===== src/hw/arc_pkg.sv =====
// Purpose: constants for the converter reference and ground select control
// Assumes: byte-wide special-function register port, page-qualified addresses
// Notes:   offsets are the printed addresses
package arc_pkg;
  localparam logic [3:0] PAGE_REF        = 4'h0;
  localparam logic [3:0] PAGE_OFFSET     = 4'hf;
  localparam logic [7:0] ADDR_REF_CTRL   = 8'hd1;
  localparam logic [7:0] ADDR_FACTORY_TEMP_OFFSET_LOW   = 8'h85;
  localparam int         GND_SEL_BIT     = 5;
  localparam int         REF_SEL_HI      = 4;
  localparam int         REF_SEL_LO      = 3;
  localparam int         TEMP_EN_BIT     = 2;
  localparam int         PREC_OE_BIT     = 0;
  localparam int         FACTORY_TEMP_OFFSET_LOW_HI     = 7;
  localparam int         FACTORY_TEMP_OFFSET_LOW_LO     = 6;
  localparam int         FACTORY_TEMP_OFFSET_WIDTH      = 10;
  localparam logic [7:0] REF_CTRL_WMASK  = 8'h3d;
  localparam logic [7:0] REF_CTRL_RESET  = 8'h18;
  localparam logic [1:0] SEL_EXTERNAL    = 2'h0;
  localparam logic [1:0] SEL_SUPPLY      = 2'h1;
  localparam logic [1:0] SEL_DIGITAL     = 2'h2;
  localparam logic [1:0] SEL_HIGH_SPEED  = 2'h3;
  localparam logic [4:0] CHAN_TEMP       = 5'h1b;
endpackage : arc_pkg


===== src/hw/arc_ref_ctrl.sv =====
// Purpose: reference and ground selection for the converter
// Assumes: sequencer phase inputs are on clk; register port is synchronous
// Notes:   analog switch controls are registered one-hot-ish enables
module arc_ref_ctrl #(
  parameter logic [9:0] FACTORY_OFFSET = 10'h000 // trimmed per part; value arbitrary
) (
  input  wire logic       clk,
  input  wire logic       sys_rst,
  input  wire logic [3:0] sfr_page,
  input  wire logic [7:0] sfr_addr,
  input  wire logic       sfr_wr,
  input  wire logic       sfr_rd,
  input  wire logic [7:0] sfr_wdata,
  output logic      [7:0] sfr_rdata,
  input  wire logic       track_active,
  input  wire logic       conv_active,
  input  wire logic [4:0] mux_channel,
  output logic            sel_ext_pin,
  output logic            sel_supply,
  output logic            sel_digital,
  output logic            sel_high_speed,
  output logic            high_speed_power,
  output logic            precision_ref_power,
  output logic            precision_ref_drive_pin,
  output logic            gnd_from_pin,
  output logic            temp_sensor_power
);

  initial begin
    if ($bits(FACTORY_OFFSET) != arc_pkg::FACTORY_TEMP_OFFSET_WIDTH) begin
      $error("offset width mismatch");
    end
  end

  // register state
  logic [7:0] ctrl_ff;
  logic [7:0] nxt_ctrl;
  logic [7:0] rdata_ff;
  logic [7:0] nxt_rdata;

  // one flop per analog control, so every switch input comes straight from a flop
  logic       ext_pin_ff;
  logic       nxt_ext_pin;
  logic       supply_ff;
  logic       nxt_supply;
  logic       digital_ff;
  logic       nxt_digital;
  logic       high_speed_ff;
  logic       nxt_high_speed;
  logic       hs_power_ff;
  logic       nxt_hs_power;
  logic       prec_power_ff;
  logic       nxt_prec_power;
  logic       prec_drive_ff;
  logic       nxt_prec_drive;
  logic       gnd_pin_ff;
  logic       nxt_gnd_pin;
  logic       sensor_power_ff;
  logic       nxt_sensor_power;

  // decode of the port and of the control fields
  logic       hit_ctrl;
  logic       hit_factory_temp_offset;
  logic [1:0] ref_sel;
  logic       prec_oe;
  logic       gnd_sel;
  logic       sensor_en;
  logic       busy;
  logic       temp_tracking;
  logic       hs_converting;

  assign hit_ctrl      = (sfr_page == arc_pkg::PAGE_REF)
                      && (sfr_addr == arc_pkg::ADDR_REF_CTRL);
  assign hit_factory_temp_offset      = (sfr_page == arc_pkg::PAGE_OFFSET)
                      && (sfr_addr == arc_pkg::ADDR_FACTORY_TEMP_OFFSET_LOW);
  assign ref_sel       = ctrl_ff[arc_pkg::REF_SEL_HI:arc_pkg::REF_SEL_LO];
  assign prec_oe       = ctrl_ff[arc_pkg::PREC_OE_BIT];
  assign gnd_sel       = ctrl_ff[arc_pkg::GND_SEL_BIT];
  assign sensor_en     = ctrl_ff[arc_pkg::TEMP_EN_BIT];
  assign busy          = track_active || conv_active;
  assign temp_tracking = track_active && (mux_channel == arc_pkg::CHAN_TEMP);
  assign hs_converting = conv_active && (ref_sel == arc_pkg::SEL_HIGH_SPEED);

  // register port: only the writable bits store; unused bits stay zero
  always_comb begin
    nxt_ctrl  = ctrl_ff;
    nxt_rdata = rdata_ff;
    if (sfr_wr && hit_ctrl) begin
      nxt_ctrl = sfr_wdata & arc_pkg::REF_CTRL_WMASK;
    end
    if (sfr_rd) begin
      if (hit_ctrl) begin
        nxt_rdata = ctrl_ff;
      end else if (hit_factory_temp_offset) begin
        nxt_rdata = {FACTORY_OFFSET[1:0], 6'h00};
      end else begin
        nxt_rdata = 8'h00;
      end
    end
  end

  always_ff @(posedge clk) begin
    if (sys_rst) begin
      ctrl_ff  <= arc_pkg::REF_CTRL_RESET;
      rdata_ff <= 8'h00;
    end else begin
      ctrl_ff  <= nxt_ctrl;
      rdata_ff <= nxt_rdata;
    end
  end

  // analog controls; all registered so switches never see decode glitches
  always_comb begin
    // the pin feeds the converter with select 00; a driven precision ref also sits there
    nxt_ext_pin      = ((ref_sel == arc_pkg::SEL_EXTERNAL) && !prec_oe) || prec_oe;
    nxt_supply       = (ref_sel == arc_pkg::SEL_SUPPLY);
    nxt_digital      = (ref_sel == arc_pkg::SEL_DIGITAL);
    nxt_high_speed   = (ref_sel == arc_pkg::SEL_HIGH_SPEED);
    // low-power between conversions keeps idle current down
    nxt_hs_power     = (ref_sel == arc_pkg::SEL_HIGH_SPEED) && busy;
    // the output enable powers it whatever the select holds
    nxt_prec_power   = prec_oe;
    nxt_prec_drive   = prec_oe;
    // ground pin used in both phases unless an internal-ground case applies
    nxt_gnd_pin      = gnd_sel && busy
                    && !temp_tracking
                    && !hs_converting;
    nxt_sensor_power = sensor_en;
  end

  always_ff @(posedge clk) begin
    if (sys_rst) begin
      ext_pin_ff      <= 1'b0;
      supply_ff       <= 1'b0;
      digital_ff      <= 1'b0;
      high_speed_ff   <= 1'b1;
      hs_power_ff     <= 1'b0;
      prec_power_ff   <= 1'b0;
      prec_drive_ff   <= 1'b0;
      gnd_pin_ff      <= 1'b0;
      sensor_power_ff <= 1'b0;
    end else begin
      ext_pin_ff      <= nxt_ext_pin;
      supply_ff       <= nxt_supply;
      digital_ff      <= nxt_digital;
      high_speed_ff   <= nxt_high_speed;
      hs_power_ff     <= nxt_hs_power;
      prec_power_ff   <= nxt_prec_power;
      prec_drive_ff   <= nxt_prec_drive;
      gnd_pin_ff      <= nxt_gnd_pin;
      sensor_power_ff <= nxt_sensor_power;
    end
  end

  assign sfr_rdata               = rdata_ff;
  assign sel_ext_pin             = ext_pin_ff;
  assign sel_supply              = supply_ff;
  assign sel_digital             = digital_ff;
  assign sel_high_speed          = high_speed_ff;
  assign high_speed_power        = hs_power_ff;
  assign precision_ref_power     = prec_power_ff;
  assign precision_ref_drive_pin = prec_drive_ff;
  assign gnd_from_pin            = gnd_pin_ff;
  assign temp_sensor_power       = sensor_power_ff;
endmodule : arc_ref_ctrl


===== config.mk =====
export PLATFORM = sky130hd
export DESIGN_NAME = arc_ref_ctrl
export DESIGN_NICKNAME = d
export VERILOG_FILES = /design/src/hw/arc_pkg.sv /design/src/hw/arc_ref_ctrl.sv
export SDC_FILE = /design/constraint.sdc
export NUM_CORES = 1
export LEC_CHECK = 0
export CAP_MARGIN = 20
export CORE_ASPECT_RATIO = 0.9
export CORE_MARGIN = 1.5
export CORE_UTILIZATION = 45
export CTS_CLUSTER_SIZE = 10
export DETAILED_ROUTE_END_ITERATION = 8
export DONT_BUFFER_PORTS = 1
export GPL_TIMING_DRIVEN = 0
export PLACE_DENSITY = 0.64
export SLEW_MARGIN = 40
export SYNTH_ARGS = -nofsm -noshare
export SYNTH_HDL_FRONTEND = slang
export SYNTH_SLANG_ARGS = --single-unit

===== constraint.sdc =====
create_clock -name clk -period 3.7 [get_ports clk]
set_clock_uncertainty 0.15 [all_clocks]
set_input_delay 0 -clock clk [delete_from_list [all_inputs] [get_ports clk]]
set_output_delay 0 -clock clk [all_outputs]
set_load 0.05 [all_outputs]

==> impl_metrics.ini <==
[outcome]
outcome = finished, final reports clean

[power]
p_seq_share_pct = 60.1
p_sw_uw = 77.04
p_comb_share_pct = 11.0
p_int_uw = 251.1
sw_frac_of_total_pct = 23.48
clkPwrFrac_pct = 28.9
ir_drop_mv = 0.1553
power_density_nw_per_um2 = 303.6
leakagePower_uw = 0.0004116

[sta]
rsz0062_at_grt = no
setup-tns-final_ps = 0
worst_slew_pin_slew_ps = 521.6
setup_ws_ps = 1346
setup_viol = 0
fmax_mhz = 424.9
slew_headroom_pct = 65.18
fin_crit_ps = 2354
period_share_pct = 63.61
hold_viol_final = 0
maxSlewViolCount = 0

[global_routing]
overflow = 0
grt.total_usage_pct = 18.52
grt_pass1_wl_um = 2622
grt_max_degree = 11
grt_antenna_before_repair = 0
grt_pass1_vias = 616

[setup_path]
r2r_slack_ps = 2060
crit_chain = dlygate4sd3_1 -> nor4b_4 -> dlygate4sd3_1 -> nand4_1 -> dlygate4sd3_1 -> a21oi_1
crit_top_cell = dlygate4sd3_1
path_class = input port to register
crit_family = buffers and inverters
slowest_delay_ps = 660
cp_slowest_cell = dlygate4sd3_1
cp_num_buf_inv = 3
cp.arrival_ps = 2420
cp.required_ps = 3760
r2r_end = sfr_rdata[3]
reg2reg_depth = 4
cp_max_fo = 4
worstSetupEndpointType = register
cp-start-kind = input port
r2r_start = ctrl_ff[3]

[layout]
antenna_cells = 0
synthToLayoutAreaGrowth_pct = 36.71
fin_util_pct = 64.96
drive_above_1_share_pct = 11.43
nets = 138
fillers = 150

[route]
drt_iter0_markers = 6
vias_per_cell = 4.899
wirelength_um = 1731
drcViolationCount = 0
routedWlPerCell_um = 13.42
vias = 632
ant_nets = 0
drt_first_pass_iters = 4

[synth]
ys_types = 22
syn_area_um2 = 790.8
synth-seq-cells = 18
yosys_warnings = 0
synth_seq_area_share_pct = 45.57
synthCells = 77
synth.avg_cell_area_um2 = 10.27

[floorplan]
initial_core_util_pct = 47.52
core_area_um2 = 1664
dieArea_um2 = 2018
rows = 14
fp.dieW_um = 47.19
die_h_um = 42.77
ios = 48

[clock_tree]
htree_levels = 1
cts-root-buf = clkbuf_4
clk_path_buf_depth = 2
clkTransAtPathRegs_ps = 90
ctsResizeCount = 0
cts_tree = done
clkLatencyLatePin_ps = 290
numCtsBuffers = 3
cts.sinks = 18

[place]
dp_worst_setup_slack_ps = 2358
gp_congestion = 0.7002
hpwlAfterDp_um = 1050
port_buffers = 0

[hold_path]
min_from = sfr_addr[6]
hold_depth = 3
hold_path_class = input port to register
hold_path_end = sfr_rdata[0]

[job]
cap_viol_max_count = 0
==> placed cells by master, fill, tap and decap left out <==
cell | netlist | routed
buf_6 | 1 | 1
nor2_1 | 8 | 8
nor4bb_1 | 1 | 1
nor3b_1 | 2 | 2
buf_4 | 4 | 4
and4bb_1 | 1 | 1
a21o_1 | 1 | 1
nand3b_1 | 1 | 1
a31oi_1 | 2 | 2
nand4_1 | 5 | 5
dlygate4sd3_1 | 0 | 23
nand2b_1 | 7 | 7
nor4b_4 | 2 | 2
clkbuf_1 | 2 | 2
conb_1 | 1 | 3
a21oi_1 | 5 | 5
dfxtp_1 | 18 | 18
nor2b_1 | 4 | 4
mux2_4 | 2 | 2
mux2i_1 | 3 | 3
and2_1 | 5 | 5
and4b_1 | 1 | 1
clkbuf_4 | 0 | 3
and4_1 | 1 | 1
==> repair_timing <==
item                       CTS  global route
hold buffers                23             0
hold endpoints to repair    14             0
buffers inserted             0             0
setup endpoints to repair    0             0
==> flip-flops by register name, summed over array words and instances, names as in the netlist <==
register and flops:
ctrl_ff 5, sfr_rdata 5, gnd_from_pin 1, high_speed_power 1
precision_ref_drive_pin 1, sel_digital 1, sel_ext_pin 1, sel_high_speed 1
sel_supply 1, temp_sensor_power 1
==> power by group through the flow <==
stage,clock (µW),sequential (µW),combinational [µW]
after floorplan,0,202,19.9
after global placement,0,202,21.7
after detailed placement,0,202,21.6
after CTS,97.4,197,35.7
after global routing,105,197,39.1
final,94.8,197,36.1
==> cell families after synthesis <==
logic type,Yosys count,share of synthesized area [%]
other,1,0.4742
AOI/OAI and AO/OA,8,5.696
muxes,5,7.595
and+or+nand+nor,38,34.49
DFF,18,45.57
buffers and inverters,7,6.171
==> how the worst max path moves through the flow <==
stage	startpoint	endpoint	slack, ps	depth (start not counted)
2_1_floorplan	sfr_page[1]	ctrl_ff[0]	2430	4
3_3_place_gp	sfr_page[1]	ctrl_ff[0]	2360	4
3_5_place_dp	sfr_page[1]	ctrl_ff[0]	2360	4
4_1_cts	sfr_page[1]	sfr_rdata[3]	1420	6
5_1_grt	sfr_addr[3]	sfr_rdata[5]	1290	6
6_report	sfr_addr[3]	sfr_rdata[5]	1350	6
==> layout make-up <==
| cell class | instances | area (µm²) | area share, % |
|---|---|---|---|
| multi-input combinational | 54 | 389.1 | 36.00 |
| sequential | 18 | 360.3 | 33.33 |
| timing repair buffer | 23 | 230.2 | 21.30 |
| buffer | 7 | 48.80 | 4.514 |
| tap | 24 | 30.03 | 2.778 |
| clock buffer | 3 | 22.52 | 2.083 |
==> per-layer routing <==
metal,share of wire (%),global-route usage [%],up-vias
li1,-,-,321
met1,40,22.22,284
met2,52,29.86,25
met3,6.4,5.106,2
met4,0.81,8.333,0
met5,0,0,-
==> through the flow <==
stage	hold WS, ps	total power [µW]	cell area, µm²	std cells
2_1_floorplan	-67.37	221.6	798.3	79
3_3_place_gp	-64.63	223.4	828.3	103
3_5_place_dp	-61.33	223.4	828.3	103
4_1_cts	4.015	330.4	1081	129
5_1_grt	22.31	341.6	1081	129
6_report	17.17	328.2	1081	129
==> worst register-to-register path, cell delays in order, from the launching register on <==
cell,delay [ps]
dfxtp_1,460
and2_1,160
nand4_1,90
dlygate4sd3_1,580
a21oi_1,140
==> cell usage after synthesis <==
library cell,n,area (µm²)
a21oi_1,5,25.02
nor3b_1,2,15.01
and4bb_1,1,12.51
buf_6,1,11.26
nand2b_1,7,43.79
mux2_4,2,30.03
and4b_1,1,10.01
a21o_1,1,7.510
buf_4,4,30.03
nand4_1,5,31.28
nor2b_1,4,25.02
and2_1,5,31.28
dfxtp_1,18,360.4
a31oi_1,2,12.51
nand3b_1,1,7.510
nor4bb_1,1,10.01
nor4b_4,2,47.55
mux2i_1,3,30.03
and4_1,1,8.760
conb_1,1,3.750
clkbuf_1,2,7.510
nor2_1,8,30.03
Note: power is estimated with default switching activity, not from simulation.
